**src/etp_pkg.sv**
```systemverilog
// Shared constants for the emulator target probe control block
package etp_pkg;
   // Register byte offsets
   localparam logic [7:0] ETP_CTRL_OFF = 8'h00;
   localparam logic [7:0] ETP_STAT_OFF = 8'h04;
   localparam logic [7:0] ETP_BKPT_OFF = 8'h08;
   localparam logic [7:0] ETP_EVPT_OFF = 8'h0c;
   localparam logic [7:0] ETP_MAP_OFF = 8'h10;
   localparam logic [7:0] ETP_ISTAT_OFF = 8'h14;
   localparam logic [7:0] ETP_IMASK_OFF = 8'h18;
   // Control fields
   localparam int ETP_CTRL_GO = 0;
   localparam int ETP_CTRL_HALT = 1;
   localparam int ETP_CTRL_SEL_LSB = 2;
   localparam int ETP_CTRL_MODE1 = 6;
   // Select fields within the 4-bit select setting
   localparam int ETP_SEL_DATA = 0;
   localparam int ETP_SEL_RD_PASS = 1;
   localparam int ETP_SEL_RD_SUPP = 2;
   localparam int ETP_SEL_WAIT = 3;
   localparam logic [3:0] ETP_SEL_RST = 4'h3;
   localparam logic ETP_MODE1_RST = 1'b1;
   // Address compare enable bit in breakpoint and event registers
   localparam int ETP_PT_EN = 16;
   localparam logic [15:0] ETP_MAP_RST = 16'h0000;
   // Interrupt status bits
   localparam int ETP_IRQ_EXT = 0;
   localparam int ETP_IRQ_BKPT = 1;
   localparam int ETP_IRQ_EVT = 2;
   localparam int ETP_IRQ_HALTREQ = 3;
   localparam int ETP_IRQ_W = 4;
   // Strap value used when the strap pins read zero
   localparam logic [1:0] ETP_WAIT_DEF = 2'h2;
   // Event trigger low pulse width
   localparam int ETP_CLK_MHZ = 25;
   localparam int ETP_EVT_LOW_NS = 200;
   localparam int ETP_EVT_CYC = (ETP_EVT_LOW_NS * ETP_CLK_MHZ + 999) / 1000;
   // Return-from-interrupt opcode bytes
   localparam logic [7:0] ETP_INTERRUPT_RETURN_OPCODE_B0 = 8'hed;
   localparam logic [7:0] ETP_INTERRUPT_RETURN_OPCODE_B1 = 8'h4d;
   // Emulation state
   typedef enum logic {ETP_HALTED, ETP_RUNNING} etp_state_t;
endpackage : etp_pkg

```
**src/etp_probe_ctrl.sv**
```systemverilog
// Target-side probe, select and wait-state control of an emulator pod
//
// Notes on behaviour
// - emulation-active output high while running user code, low when halted.
// - event-trigger output pulses low when an enabled event point is fetched.
// - map-control input low forces every address to target memory.
// - external-break input low during emulation halts execution.
// - auxiliary header drives the interrupt-return opcode onto the buffered target bus while select bit 1 is off.
// - select bit 1 gates the eight emulator data lines onto the target bus.
// - select bits 2 and 3 together pass or suppress the read strobe.
// - select bit 4 inserts one to three strapped wait clocks per cycle.
// - bit 1 on drives data lines out; off leaves them disconnected.
// - bit 2 on, bit 3 off passes read strobe regardless of map.
// - bit 2 off, bit 3 on withholds read strobe on emulation-memory fetch, mode one; the code withholds it on any emulation-memory request.
// - bit 4 on adds strapped waits each cycle; off adds none.
//
// Chosen here: register access over APB and the register offsets.
`timescale 1ns/1ps
module etp_probe_ctrl (
   input wire logic clk,
   input wire logic rst_n,
   // APB slave
   input wire logic psel,
   input wire logic penable,
   input wire logic pwrite,
   input wire logic [7:0] paddr,
   input wire logic [31:0] pwdata,
   output logic [31:0] prdata,
   output logic pready,
   output logic pslverr,
   output logic irq,
   // Emulation processor cycle
   input wire logic cyc_start,
   input wire logic [15:0] cyc_addr,
   input wire logic cyc_fetch,
   input wire logic cyc_wr,
   input wire logic memory_request_strobe,
   input wire logic cpu_rd_n,
   input wire logic [7:0] cpu_wdata,
   input wire logic [7:0] cpu_fetch_byte,
   output logic cpu_wait,
   output logic emul_mem_sel,
   // Target side
   output logic target_rd_n,
   output logic [7:0] tgt_data_o,
   output logic tgt_data_oe_n,
   output logic [7:0] auxiliary_data_header_o,
   output logic auxiliary_data_header_oe_n,
   // Probes and straps
   output logic emulation_active_out,
   output logic event_trigger_n,
   input wire logic map_control_n,
   input wire logic ext_break_n,
   input wire logic [1:0] wait_strap
);
   import etp_pkg::*;

   // Register file state
   logic [3:0] sel_q;
   logic mode1_q;
   logic [16:0] bkpt_q;
   logic [16:0] evpt_q;
   logic [15:0] map_q;
   logic [ETP_IRQ_W-1:0] istat_q, istat_d;
   logic [ETP_IRQ_W-1:0] imask_q;
   etp_state_t state_q, state_d;

   // Two-stage synchronisers for the pins
   logic map_s1_q, map_s2_q;
   logic brk_s1_q, brk_s2_q;
   logic [1:0] strap_s1_q, strap_s2_q;
   logic [1:0] strap_q;
   logic strap_done_q;

   // Cycle capture and timers
   logic [1:0] wait_cnt_q;
   logic [2:0] evt_cnt_q;
   logic [7:0] data_q;
   logic data_en_q;
   logic [7:0] aux_q;
   logic aux_en_q;
   logic interrupt_return_opcode_half_q;

   function automatic logic pt_hit(input logic [16:0] pt, input logic [15:0] a);
      pt_hit = pt[ETP_PT_EN] && (pt[15:0] == a);
   endfunction : pt_hit

   // APB decode; no wait states, unmapped offsets answer with pslverr
   wire acc = psel && penable;
   wire wr = acc && pwrite;
   wire rd = acc && !pwrite;
   wire hit_ctrl = (paddr == ETP_CTRL_OFF);
   wire hit_stat = (paddr == ETP_STAT_OFF);
   wire hit_bkpt = (paddr == ETP_BKPT_OFF);
   wire hit_evpt = (paddr == ETP_EVPT_OFF);
   wire hit_map = (paddr == ETP_MAP_OFF);
   wire hit_istat = (paddr == ETP_ISTAT_OFF);
   wire hit_imask = (paddr == ETP_IMASK_OFF);
   wire mapped = hit_ctrl | hit_stat | hit_bkpt | hit_evpt | hit_map | hit_istat | hit_imask;
   assign pready = 1'b1;
   assign pslverr = acc && !mapped;

   wire go_cmd = wr && hit_ctrl && pwdata[ETP_CTRL_GO];
   wire halt_cmd = wr && hit_ctrl && pwdata[ETP_CTRL_HALT];
   wire running = (state_q == ETP_RUNNING);

   wire map_low = !map_s2_q;
   wire brk_low = !brk_s2_q;

   // Break and event sources, only meaningful while running
   wire fetch_go = cyc_start && cyc_fetch && running;
   wire ext_brk = running && brk_low;
   wire bp_brk = fetch_go && pt_hit(bkpt_q, cyc_addr);
   wire evt_hit = fetch_go && pt_hit(evpt_q, cyc_addr);
   wire any_brk = ext_brk || bp_brk || (running && halt_cmd);

   // Emulation state: a break beats a go in the same cycle
   always_comb begin
      state_d = state_q;
      unique case (state_q)
         ETP_HALTED: begin
            if (go_cmd && !brk_low) begin
               state_d = ETP_RUNNING;
            end
         end
         ETP_RUNNING: begin
            if (any_brk) begin
               state_d = ETP_HALTED;
            end
         end
      endcase
   end

   always_ff @(posedge clk or negedge rst_n) begin
      if (!rst_n) begin
         state_q <= ETP_HALTED;
      end else begin
         state_q <= state_d;
      end
   end

   assign emulation_active_out = running;

   // Pin synchronisers; first stage feeds only the second
   always_ff @(posedge clk or negedge rst_n) begin
      if (!rst_n) begin
         map_s1_q <= 1'b1;
         map_s2_q <= 1'b1;
         brk_s1_q <= 1'b1;
         brk_s2_q <= 1'b1;
      end else begin
         map_s1_q <= map_control_n;
         map_s2_q <= map_s1_q;
         brk_s1_q <= ext_break_n;
         brk_s2_q <= brk_s1_q;
      end
   end

   // Strap tracks through two flops after reset release and is frozen at the first cycle start
   always_ff @(posedge clk or negedge rst_n) begin
      if (!rst_n) begin
         strap_s1_q <= 2'h0;
         strap_s2_q <= 2'h0;
         strap_q <= ETP_WAIT_DEF;
         strap_done_q <= 1'b0;
      end else begin
         strap_s1_q <= wait_strap;
         strap_s2_q <= strap_s1_q;
         if (!strap_done_q && cyc_start) begin
            strap_q <= (strap_s2_q == 2'h0) ? ETP_WAIT_DEF : strap_s2_q;
            strap_done_q <= 1'b1;
         end else if (!strap_done_q) begin
            strap_q <= (strap_s2_q == 2'h0) ? ETP_WAIT_DEF : strap_s2_q;
         end
      end
   end

   // Control registers written over APB
   always_ff @(posedge clk or negedge rst_n) begin
      if (!rst_n) begin
         sel_q <= ETP_SEL_RST;
         mode1_q <= ETP_MODE1_RST;
         bkpt_q <= 17'h00000;
         evpt_q <= 17'h00000;
         map_q <= ETP_MAP_RST;
         imask_q <= '0;
      end else if (wr) begin
         if (hit_ctrl) begin
            sel_q <= pwdata[ETP_CTRL_SEL_LSB +: 4];
            mode1_q <= pwdata[ETP_CTRL_MODE1];
         end
         if (hit_bkpt) bkpt_q <= pwdata[16:0];
         if (hit_evpt) evpt_q <= pwdata[16:0];
         if (hit_map) map_q <= pwdata[15:0];
         if (hit_imask) imask_q <= pwdata[ETP_IRQ_W-1:0];
      end
   end

   // Sticky events; a read clears, but a same-cycle event survives
   wire [ETP_IRQ_W-1:0] ev_set = {running && halt_cmd, evt_hit, bp_brk, ext_brk};
   always_comb begin
      istat_d = istat_q;
      if (rd && hit_istat) begin
         istat_d = '0;
      end
      istat_d = istat_d | ev_set;
   end

   always_ff @(posedge clk or negedge rst_n) begin
      if (!rst_n) begin
         istat_q <= '0;
      end else begin
         istat_q <= istat_d;
      end
   end

   assign irq = |(istat_q & imask_q);

   // Read data mux; status shows live block state
   wire sel_bad = sel_q[ETP_SEL_RD_PASS] && sel_q[ETP_SEL_RD_SUPP];
   wire [31:0] stat_word = {26'h0, sel_bad, strap_q, brk_low, map_low, running};
   always_comb begin
      prdata = 32'h00000000;
      if (rd) begin
         unique case (1'b1)
            hit_ctrl: prdata = {25'h0, mode1_q, sel_q, 2'h0};
            hit_stat: prdata = stat_word;
            hit_bkpt: prdata = {15'h0, bkpt_q};
            hit_evpt: prdata = {15'h0, evpt_q};
            hit_map: prdata = {16'h0, map_q};
            hit_istat: prdata = {28'h0, istat_q};
            hit_imask: prdata = {28'h0, imask_q};
            default: prdata = 32'h00000000;
         endcase
      end
   end

   // map control overrides the programmed map
   wire map_emul = map_q[cyc_addr[15:12]];
   assign emul_mem_sel = map_emul && !map_low;

   // read strobe gating from bits 2 and 3
   // normal setting passes strobe regardless of map
   // suppress only for emulation-memory requests in mode one, fetch or not
   wire rd_supp_mode = !sel_q[ETP_SEL_RD_PASS] && sel_q[ETP_SEL_RD_SUPP];
   wire rd_block = rd_supp_mode && mode1_q && emul_mem_sel && memory_request_strobe;
   // prohibited 2+3 setting is flagged in status and treated as pass
   assign target_rd_n = cpu_rd_n || rd_block;

   // wait insertion; counter loaded at each machine cycle start while bit 4 is on
   // bit 4 off means no wait clocks
   always_ff @(posedge clk or negedge rst_n) begin
      if (!rst_n) begin
         wait_cnt_q <= 2'h0;
      end else if (cyc_start && sel_q[ETP_SEL_WAIT]) begin
         wait_cnt_q <= strap_q;
      end else if (wait_cnt_q != 2'h0) begin
         wait_cnt_q <= wait_cnt_q - 2'h1;
      end
   end

   // Wait asserts in the start cycle so the processor sees it in time
   assign cpu_wait = (cyc_start && sel_q[ETP_SEL_WAIT]) || (wait_cnt_q != 2'h0);

   // event trigger held low for a fixed width so scopes catch it
   always_ff @(posedge clk or negedge rst_n) begin
      if (!rst_n) begin
         evt_cnt_q <= 3'h0;
      end else if (evt_hit) begin
         evt_cnt_q <= 3'(ETP_EVT_CYC);
      end else if (evt_cnt_q != 3'h0) begin
         evt_cnt_q <= evt_cnt_q - 3'h1;
      end
   end

   assign event_trigger_n = (evt_cnt_q == 3'h0);

   // data lines gated by select bit 1
   // bit 1 off disconnects the data lines
   always_ff @(posedge clk or negedge rst_n) begin
      if (!rst_n) begin
         data_q <= 8'h00;
         data_en_q <= 1'b0;
      end else if (cyc_start) begin
         data_q <= cpu_wdata;
         data_en_q <= sel_q[ETP_SEL_DATA] && cyc_wr && !emul_mem_sel;
      end
   end

   assign tgt_data_o = data_q;
   assign tgt_data_oe_n = !(data_en_q && sel_q[ETP_SEL_DATA]);

   // interrupt-return opcode forced through the auxiliary header
   // Both opcode bytes are driven so buffered peripheral chips see the pair
   // relies on the target qualifying its buffer with memory request
   wire fetch_b0 = cyc_start && cyc_fetch && memory_request_strobe && (cpu_fetch_byte == ETP_INTERRUPT_RETURN_OPCODE_B0);
   wire fetch_b1 = cyc_start && cyc_fetch && memory_request_strobe && (cpu_fetch_byte == ETP_INTERRUPT_RETURN_OPCODE_B1);
   always_ff @(posedge clk or negedge rst_n) begin
      if (!rst_n) begin
         aux_q <= 8'h00;
         aux_en_q <= 1'b0;
         interrupt_return_opcode_half_q <= 1'b0;
      end else if (cyc_start) begin
         interrupt_return_opcode_half_q <= fetch_b0;
         aux_q <= cpu_fetch_byte;
         aux_en_q <= !sel_q[ETP_SEL_DATA] && (fetch_b0 || (interrupt_return_opcode_half_q && fetch_b1));
      end
   end

   assign auxiliary_data_header_o = aux_q;
   assign auxiliary_data_header_oe_n = !aux_en_q;

endmodule : etp_probe_ctrl

```
**config.mk**
```make
export PLATFORM = sky130hd
export DESIGN_NAME = etp_probe_ctrl
export DESIGN_NICKNAME = d
export VERILOG_FILES = /design/src/etp_pkg.sv /design/src/etp_probe_ctrl.sv
export SDC_FILE = /design/constraint.sdc
export NUM_CORES = 1
export LEC_CHECK = 0
export ABC_CLOCK_PERIOD_IN_PS = 1500
export CAP_MARGIN = 5
export CORE_MARGIN = 2
export CORE_UTILIZATION = 51
export DETAILED_ROUTE_END_ITERATION = 8
export DONT_BUFFER_PORTS = 1
export PLACE_DENSITY = 0.66
export SLEW_MARGIN = 20
export SYNTH_ARGS = -nofsm -noshare
export SYNTH_HDL_FRONTEND = slang
export SYNTH_SLANG_ARGS = --single-unit
```
**constraint.sdc**
```tcl
create_clock -name clk -period 1.5 [get_ports clk]
set_input_delay 0.15 -clock clk [delete_from_list [all_inputs] [get_ports clk]]
set_output_delay 0.15 -clock clk [all_outputs]
set_load 0.01 [all_outputs]
```
== After elaboration in Yosys (flattened, before gate mapping) ==
Index checks and enable logic that the tools add are counted.

* Register bits after elaboration: 99
* Word-level logic and storage cells: 122

* Add/subtract/negate cells: 2
* Eq/ne operators: 11
* Bitwise operators: 9
* Order comparisons: 1
* Multiplexer cells: 15
* Reduce and logical (&&, ||, !) cells: 61

{| class="wikitable"
|+ Operators with widths
! operator !! count
|-
| $pmux W17 S7 || 1
|-
| $logic_and A1 B1 Y1 || 33
|-
| $eq A16 B16 Y1 || 2
|-
| $mux W32 || 1
|-
| $eq A8 B5 Y1 const B || 3
|-
| $eq A8 B4 Y1 const B || 2
|-
| $logic_not A1 Y1 || 10
|-
| $mux W2 || 5
|-
| $reduce_and A2 Y1 || 5
|-
| $eq A8 B3 Y1 const B || 1
|-
| $eq A8 B7 Y1 const B || 1
|-
| $eq A8 B8 Y1 const B || 1
|-
| $logic_not A8 Y1 || 1
|-
| $mux W3 || 2
|-
| $or A1 B1 Y1 || 6
|-
| $reduce_bool A2 Y1 || 3
|-
| $logic_or A1 B1 Y1 || 5
|-
| $lt A4 B5 Y1 const B || 1
|-
| $and A4 B4 Y4 || 1
|-
| $bmux W1 S4 || 1
|-
| $mux W4 || 1
|-
| $or A4 B4 Y4 || 1
|-
| $reduce_or A4 Y1 || 1
|-
| $logic_not A3 Y1 || 1
|-
| 8 further kinds || 10
|}

== Longest topological paths before layout ==
Gate-level depths: netlist of run 1.

* Word-level depth: 9
* Depth in mapped cells: 7

== Least setup slack after synthesis of run 1 ==
Ideal clock, no wire load.

* Path kind: input-to-reg
* Start point: input paddr[5]
* End point: register evpt_q[10]
* Setup slack: -0.191 ns
* Path buffers: 2
* Required time: 1.375 ns
* Arrival: 1.565 ns
* Cell stages on the path: 6
* Library setup time: 0.125 ns
* Path through: nor4_4 > nand2_2 > or3_1 > buf_6 > buf_6 > mux2_4

* Cells in the longest elaborated chain, start to end: 2

{| class="wikitable"
|+ RTL lines
! what !! line !! RTL
|-
| from (decl) || etp_probe_ctrl.sv:26 || <nowiki>input wire logic [7:0] paddr,</nowiki>
|-
| $eq A8 B4 Y1 || etp_probe_ctrl.sv:95 || <nowiki>wire hit_evpt = (paddr == ETP_EVPT_OFF);</nowiki>
|-
| $reduce_and A2 Y1 (no source line) || -- ||
|-
| to (signal assigned) || etp_probe_ctrl.sv:193 || <nowiki>if (hit_evpt) evpt_q <= pwdata[16:0];</nowiki>
|-
| to (decl) || etp_probe_ctrl.sv:62 || <nowiki>logic [16:0] evpt_q;</nowiki>
|}

Every way passes these cells.
A chain may end at the register's enable or synchronous reset.

== Worst setup path in the final report of run 1 ==
* Start point: register map_q[2]
* End point: output target_rd_n

* Cells in the longest elaborated chain, start to end: 6

{| class="wikitable"
|+ RTL lines
! what !! line !! RTL
|-
| from (decl) || etp_probe_ctrl.sv:63 || <nowiki>logic [15:0] map_q;</nowiki>
|-
| from (signal assigned) || etp_probe_ctrl.sv:194 || <nowiki>if (hit_map) map_q <= pwdata[15:0];</nowiki>
|-
| $bmux W1 S4 || etp_probe_ctrl.sv:239 || <nowiki>wire map_emul = map_q[cyc_addr[15:12]];</nowiki>
|-
| $mux W1 (not written as such) || etp_probe_ctrl.sv:239 ||
|-
| $logic_and A1 B1 Y1 || etp_probe_ctrl.sv:240 || <nowiki>assign emul_mem_sel = map_emul && !map_low;</nowiki>
|-
| $logic_and A1 B1 Y1 (2 in a row) || etp_probe_ctrl.sv:246 || <nowiki>wire rd_block = rd_supp_mode && mode1_q && emul_mem_sel && memory_request_strobe;</nowiki>
|-
| $logic_or A1 B1 Y1 || etp_probe_ctrl.sv:248 || <nowiki>assign target_rd_n = cpu_rd_n || rd_block;</nowiki>
|-
| to (decl) || etp_probe_ctrl.sv:44 || <nowiki>output logic target_rd_n,</nowiki>
|}

Every way passes these cells. The select of a mux whose other input is x is not followed.

==> summary.md, run 1 <==
| Metric | Value |
|---|---|
| Simple-gate share of the synthesized area | `10.86%` |
| DRC violations left | `0` |
| Worst setup margin | `-0.4618 ns` |
| Slowest cell delay on critical path | `0.46 ns` |
| Most frequent cells in the layout | `dfrtp_1, buf_4, mux2_2` |
| Post-DP HPWL | `9447 um` |
| Post-Route Skew | `0.02015 ns` |
| Maximum fanout along the worst path | `2` |
| Drt total wl | `14020 um` |
| Yosys Warn Count | `0` |
| Htree depth | `3` |
| Core Area | `9819 sq um` |
| Die Y | `104.6 um` |
| Multiplexer share of the synthesized area | `21.55%` |
| Most common cell after layout, fill and taps aside | `dfrtp_1` |
| Syn avg cell area | `11.47 sq um` |
| CTS buffer count | `9` |
| # hold bufs at CTS | `40` |
| DP Area | `5660 sq um` |
| GRT Overall Usage | `25.80%` |
| Reg2reg setup slack | `-0.13 ns` |
| RSZ-0062 raised after global routing | `yes` |
| Main synth FF type | `dfrtp_1` |
| First-pass iteration count of the detailed router | `4` |
| Total power | `5038 uW` |
| Fin. max-slew vios | `0` |
| Number of global-route vias before repair | `3949` |
| Post-synth EDFFs | `0` |
| P_leak | `0.003070 uW` |
| Synth Area in Adders | `0.7273%` |
| Worst vdd ir | `0.6479 mV` |
| Worst hold slack | `-0.5414 ns` |
| Status | `finished, violations left` |
| Kind of critical path | `reg -> out` |
| Area Overhead vs Synth | `28.51%` |
| Max Buffers Root-to-Sink | `2` |
| First-pass GRT wire length | `21850 um` |
| CP required | `1.35 ns` |
| Crit path capture type | `primary output` |
| R2R Path Start | `evpt_q[13]` |
| Die area | `10940 sq um` |
| Final setup viols | `21` |
| Slew margin rel. | `39.61%` |
| Clk_lat worst skew | `0.38 ns` |
| Pin count of the biggest net entering global routing | `100` |
| Crit. Startpoint | `map_q[2]` |
| GP Congestion | `0.8289` |
| Vias per inst | `5.568` |
| PortBufs | `0` |
| Total Nets Final | `648` |
| Share of layout cells above drive strength 1 | `40.60%` |
| Synthesized flop and latch total | `99` |
| Crit Reg-Reg Endpoint | `evt_cnt_q[2]` |
| Post-DRT Antenna Nets | `0` |
| Final Non-Filler Cells | `697` |
| Crit start category | `flip-flop` |
| DR WL/cell | `20.12 um` |
| Hold Path Class | `in -> async` |
| Synth Area in Compound Gates | `7.709%` |
| # diodes | `0` |
| Initial Util | `52.56%` |
| Min cycle time layout | `1.962 ns` |
| Critical-path cell list | `mux4_2 > o21ai_1 > a21boi_2 > a41o_1` |
| Least-Margin Pin Slew | `0.9058 ns` |
| # rows | `36` |
| Main combinational cell family by area after synthesis | `multiplexers` |
| Via Count | `3881` |
| DIE WIDTH | `104.6 um` |
| Clk sinks | `99` |
| Syn Inst Count | `450` |
| Sequential share of the synthesized area | `48.19%` |
| Failing checks | `hold timing, setup timing` |
| Power per cell area | `759.5 nW/um^2` |
| Global route overflow | `0` |
| TritonCTS clock tree | `built` |
| R2R depth | `6` |
| Layout Cell Area excl Fill | `6633 sq um` |
| Setup crit end | `target_rd_n` |
| Worst EP arrival | `1.81 ns` |
| Root buf cell | `clkbuf_8` |
| Mapped cell area | `5161 sq um` |
| Period Utilization, post-route | `130.8%` |
| Critical path's slowest cell | `mux4_2` |
| Boundary pin count | `144` |
| Iter 0 DRT Violations | `217` |
| Xor and xnor area share after synthesis | `5.770%` |
| Initial antenna violation count | `0` |
| Final Hold Fails | `99` |
| Post-synthesis cell type count | `51` |
| Fmax | `509.7 MHz` |
| Clk slew on worst S/H paths | `0.11 ns` |
| Max_cap viols | `0` |
| Async set or reset register ratio after synthesis | `100.0%` |
| DP Cell Count | `619` |
[how the worst min path moves through the flow]
stage | to | slack (ns) | depth (start not counted)
2_1_floorplan | aux_en_q | -0.15 | 0
3_3_place_gp | wait_cnt_q[0] | -0.14 | 0
3_5_place_dp | tgt_data_o[3] | -0.14 | 0
4_1_cts | emulation_active_out | -0.55 | 0
5_1_grt | emulation_active_out | -0.56 | 0
6_report | map_q[0] | -0.54 | 0
[layout make-up]
class	instances	area [sq um]
inverter	12	45.04
tap	133	166.4
fill	777	3187
clock buffer	14	142.6
multi-input combinational	317	2714
sequential	99	2487
clock inverter	2	15.01
timing repair buffer	120	1062
[cells in the mapped netlist (2+ instances only)]
library cell | n | area (sq um)
xor2_1 | 16 | 140.1
a21boi_0 | 2 | 15.01
mux2i_1 | 14 | 140.1
ha_1 | 3 | 37.54
and3_1 | 3 | 18.77
nand4_1 | 6 | 37.54
nand2_2 | 2 | 12.51
dfstp_2 | 8 | 210.2
mux4_2 | 3 | 67.56
nor3_1 | 2 | 10.01
buf_6 | 2 | 22.52
nor3b_1 | 3 | 22.52
a21oi_1 | 21 | 105.1
clkbuf_1 | 13 | 48.80
nor2_1 | 35 | 131.4
a221oi_1 | 2 | 17.52
inv_1 | 12 | 45.04
a22oi_1 | 14 | 105.1
nand3_1 | 7 | 35.03
nor4_1 | 4 | 25.02
o22ai_1 | 4 | 25.02
buf_2 | 4 | 20.02
buf_4 | 16 | 120.1
or4_1 | 3 | 22.52
and2_1 | 2 | 12.51
conb_1 | 2 | 7.510
nand2_1 | 25 | 93.84
mux2_4 | 10 | 150.1
a31oi_1 | 2 | 12.51
nor2b_1 | 5 | 31.28
xnor2_1 | 18 | 157.7
o21ai_0 | 11 | 55.05
nor4_4 | 2 | 42.54
dfrtp_1 | 91 | 2277
mux2_2 | 67 | 754.5
[state kept, by name, summed over array words and instances (netlist names), 3 cells and up]
name,count
tgt_data_o,8
evt_cnt_q,3
bkpt_q,17
auxiliary_data_header_o,8
imask_q,4
map_q,16
sel_q,4
evpt_q,17
istat_q,4
[metal layers]
| layer | GRT usage [%] | wire (um) | share of wire, % | vias up |
|---|---|---|---|---|
| li1 | - | - | - | 1780 |
| met1 | 34.19 | 5868 | 42 | 1931 |
| met2 | 41.55 | 6827 | 49 | 143 |
| met3 | 8.172 | 1024 | 7.3 | 27 |
| met4 | 6.190 | 301 | 2.1 | 0 |
| met5 | 0 | 0 | 0 | - |
[repair_timing]
item	in CTS	in global routing
pin swaps	28	20
setup buffers	12	13
gates cloned	0	1
endpoints found under the hold margin	182	99
endpoints found under the setup margin	26	34
resized for setup	31	30
[metrics by stage]
step / util (%) / TNS, ns / worst slack (ns) / hold WS (ns)
after floorplan: - / -3.500 / -0.1788 / -0.1456
after global placement: 57.65 / -2.209 / -0.1549 / -0.1413
after detailed placement: 57.65 / -2.745 / -0.1950 / -0.1404
after CTS: 65.30 / -3.492 / -0.4183 / -0.5500
after global routing: 67.55 / -5.353 / -0.4926 / -0.5606
final: 67.55 / -3.714 / -0.4618 / -0.5414
[power by group]
group	switching (uW)	internal [uW]
clock	943	610
combinational	272	326
sequential	96.7	2790
[cells by family after synthesis]
group / count (synthesis)
AOI/OAI and AO/OA: 63
and+or+nand+nor: 107
muxes: 94
buffers and inverters: 48
other: 2
DFF: 99
adders and majority gates: 3
xor gates and xnor gates: 34
[worst max-delay path, delay by kind of cell (launching register included)]
kind	cells	cell delay, ns
compound gates	3	0.56
flops	1	0.43
mux	1	0.46
Power figures use the tool's default switching activity.
==> inputs of run 2 (changes only) <==
ABC_CLOCK_PERIOD_IN_PS = 2340   (was 1500)
PLACE_DENSITY = 0.63   (was 0.66)
clock period = 2.34 ns   (was 1.5 ns; I/O delays follow)
==> run 2 against run 1 <==
Net effect: the flow finishes with violations (hold timing); first-iteration DRC count fell by 16%; count of clock-buffer cells in the layout shrank 3; combinational power shrank 43%; core utilization decreased by 7.3 points; routed wire length decreased by 8.7%; worst hold slack gained 0.084 ns; setup slack better by 0.56 ns; non-clock buffer count shrank 64; sequential share of layout area increased by 4.6 points; sequential power down 36%; sequential cell count is the same; clock skew shrank 0.0090 ns; largest cell class is now sequential cells.
==> summary.md, run 2 (synthesis results as in run 1) <==
| Metric | Value |
|---|---|
| Critical path's slowest cell | `dfrtp_1 (was mux4_2)` |
| Worst EP arrival | `2.00 ns (was 1.81 ns)` |
| DIE WIDTH | `104.6 um (unchanged)` |
| Post-DP HPWL | `9243 um (was 9447 um)` |
| Clk_lat worst skew | `0.38 ns (about the same)` |
| Power per cell area | `580.1 nW/um^2 (was 759.5 nW/um^2)` |
| Critical path buffer and inverter count | `0 (unchanged)` |
| Die area | `10940 sq um (unchanged)` |
| Max_cap viols | `0 (unchanged)` |
| Final setup viols | `0 (was 21)` |
| Fin. max-slew vios | `0 (unchanged)` |
| DRC violations left | `0 (unchanged)` |
| Root buf cell | `clkbuf_8 (unchanged)` |
| Initial Util | `52.56% (unchanged)` |
| Crit start category | `flip-flop (unchanged)` |
| Hold Path Class | `in -> async (unchanged)` |
| Maximum fanout along the worst path | `3 (was 2)` |
| Global route overflow | `0 (unchanged)` |
| Final Hold Fails | `99 (unchanged)` |
| First-pass iteration count of the detailed router | `4 (unchanged)` |
| Switching portion of total power | `23.85% (was 26.03%)` |
| NetSw | `818.0 uW (was 1312 uW)` |
| Clk sinks | `99 (unchanged)` |
| CP required | `2.11 ns (was 1.35 ns)` |
| Most common cell after layout, fill and taps aside | `dfrtp_1 (unchanged)` |
| Drt total wl | `12810 um (was 14020 um)` |
| Post-Route Skew | `0.01117 ns (was 0.02015 ns)` |
| Period Utilization, post-route | `95.61%` |
| CP delay by family, top | `compound AO/OA/AOI/OAI gates (unchanged)` |
| Status | `finished, violations left (unchanged)` |
| DR WL/cell | `20.23 um (was 20.12 um)` |
| Most frequent cells in the layout | `dfrtp_1, mux2_2, dlygate4sd3_1 (was dfrtp_1, buf_4, mux2_2)` |
| Sequential share of power | `54.0% (was 57.3%)` |
| Critical-path cell list | `mux2i_1 > a221oi_1 > o21ai_0 > a21boi_0 > a41o_1 (was mux4_2 > o21ai_1 > a21boi_2 > a41o_1)` |
| Failing checks | `hold timing (was hold timing, setup timing)` |
| GRT Overall Usage | `24.40% (was 25.80%)` |
| Iter 0 DRT Violations | `182 (was 217)` |
| # diodes | `0 (unchanged)` |
| Area Overhead vs Synth | `14.55% (was 28.51%)` |
| Place WS | `0.4923 ns (was -0.1950 ns)` |
| PortBufs | `0 (unchanged)` |
| P_leak | `0.002651 uW (was 0.003070 uW)` |
| Slowest cell delay on critical path | `0.39 ns (was 0.46 ns)` |
| CTS buffer count | `9 (unchanged)` |
| Clock power share | `36.0% (was 30.8%)` |
| Slew margin rel. | `41.55% (was 39.61%)` |
| Worst hold slack | `-0.4577 ns (was -0.5414 ns)` |
| Die Y | `104.6 um (unchanged)` |
| Via Count | `3640 (was 3881)` |
| Met3 Use GR | `7.860% (was 8.172%)` |
| Pin count of the biggest net entering global routing | `100 (unchanged)` |
| Htree depth | `3 (unchanged)` |
| Worst setup margin | `0.1026 ns (was -0.4618 ns)` |
| Total negative slack | `0 ns (was -3.714 ns)` |
| Initial antenna violation count | `0 (unchanged)` |
| # hold bufs at CTS | `40 (unchanged)` |
| Vias per inst | `5.750 (was 5.568)` |
| Total Nets Final | `584 (was 648)` |
| Boundary pin count | `144 (unchanged)` |
| Post CTS Setup Buffer Count | `0 (was 12)` |
| Clk slew on worst S/H paths | `0.10 ns (was 0.11 ns)` |
| Kind of critical path | `reg -> out (unchanged)` |
| GP Congestion | `0.8662 (was 0.8289)` |
| Least-Margin Pin Slew | `0.8739 ns (was 0.9058 ns)` |
| Core Area | `9819 sq um (unchanged)` |
| # rows | `36 (unchanged)` |
| Post-DRT Antenna Nets | `0 (unchanged)` |
| Internal | `2612 uW (was 3726 uW)` |
| Top Registers | `bkpt_q x17, evpt_q x17, map_q x16 (unchanged)` |
| Global route hottest layer | `met2 (unchanged)` |
| Max Buffers Root-to-Sink | `2 (unchanged)` |
| Number of global-route vias before repair | `3612 (was 3949)` |
| Share of layout cells above drive strength 1 | `25.20% (was 40.60%)` |
| Gate power share | `10.0% (was 11.9%)` |
| Post_cts resized | `0 (was 31)` |
| Min cycle time layout | `2.237 ns` |
| Met2 Track Usage GR | `39.08% (was 41.55%)` |
| TritonCTS clock tree | `built (unchanged)` |
| Crit path capture type | `primary output (unchanged)` |
| First-pass GRT wire length | `20360 um (was 21850 um)` |
| GR Layer Usage met1 | `31.96% (was 34.19%)` |
| Fmax | `447.0 MHz` |
| Worst vdd ir | `0.5352 mV (was 0.6479 mV)` |
| RSZ-0062 raised after global routing | `no (was yes)` |
[run 2: changes by cell type in the layout (fill, tap and decap cells not counted), moves of 5 or more]
cell     previous run  this run
a22oi_2             8         0
mux2_2             62        67
o21ai_1             5         0
mux2_4             15        10
buf_4              69        16
a22oi_1             6        14
buf_6               9         0
o21ai_0             5        11
[run 2: worst register-to-register path, stage by stage, from the launching register on]
cell,delay (ns)
dfrtp_1,0.42
xor2_1,0.17
or4_1,0.52
nor3_1,0.26
nand4_1,0.21
and2_1,0.19
[run 2: cell type report]
cell class                      instances  area [sq um]
Sequential cell                        99          2487
Multi-Input combinational cell        317          2466
Tap cell                              133         166.4
Timing Repair Buffer                   56         520.5
Fill cell                             840          3908
Inverter                               12         45.04
Clock buffer                           11         141.4
Clock inverter                          5         85.08
[run 2: power by group through the flow]
stage / Combinational (uW) / Sequential [uW] / Clock, uW
3_3_place_gp: 261 / 1880 / 0
6_report: 342 / 1850 / 1230
5_1_grt: 377 / 1860 / 1340
3_5_place_dp: 274 / 1890 / 0
2_1_floorplan: 266 / 1870 / 0
4_1_cts: 345 / 1850 / 1280
[run 2: stage by stage]
step                util, %  cell area [sq um]  total power, uW  hold slack, ns  instances
floorplan                 -               5214             2136        -0.06159        464
global placement      53.82               5285             2144        -0.05820        577
detailed placement    53.82               5285             2161        -0.05731        577
CTS                   60.21               5912             3479         -0.4821        633
global route          60.21               5912             3582         -0.4856        633
finish                60.21               5912             3430         -0.4577        633
[run 2: metal layers]
| metal | up-vias | share of wire [%] |
|---|---|---|
| li1 | 1654 | - |
| met1 | 1819 | 42 |
| met2 | 156 | 49 |
| met3 | 11 | 8.2 |
| met4 | 0 | 1.3 |
| met5 | - | 0 |
[run 2: path summary, 6_finish.rpt]
kind                                    start             to  slack (ns)  depth (start not counted)
worst min-delay path                    rst_n  tgt_data_o[3]       -0.46                          0
min in group clk                    pwdata[2]       sel_q[0]        0.02                          1
worst min register to register  strap_s1_q[1]  strap_s2_q[1]        0.36                          0
worst max-delay path                 map_q[4]    target_rd_n        0.10                          5
worst max register to register     evpt_q[13]   evt_cnt_q[1]        0.46                          5
max in group asynchronous               rst_n       map_s1_q        2.57                          0
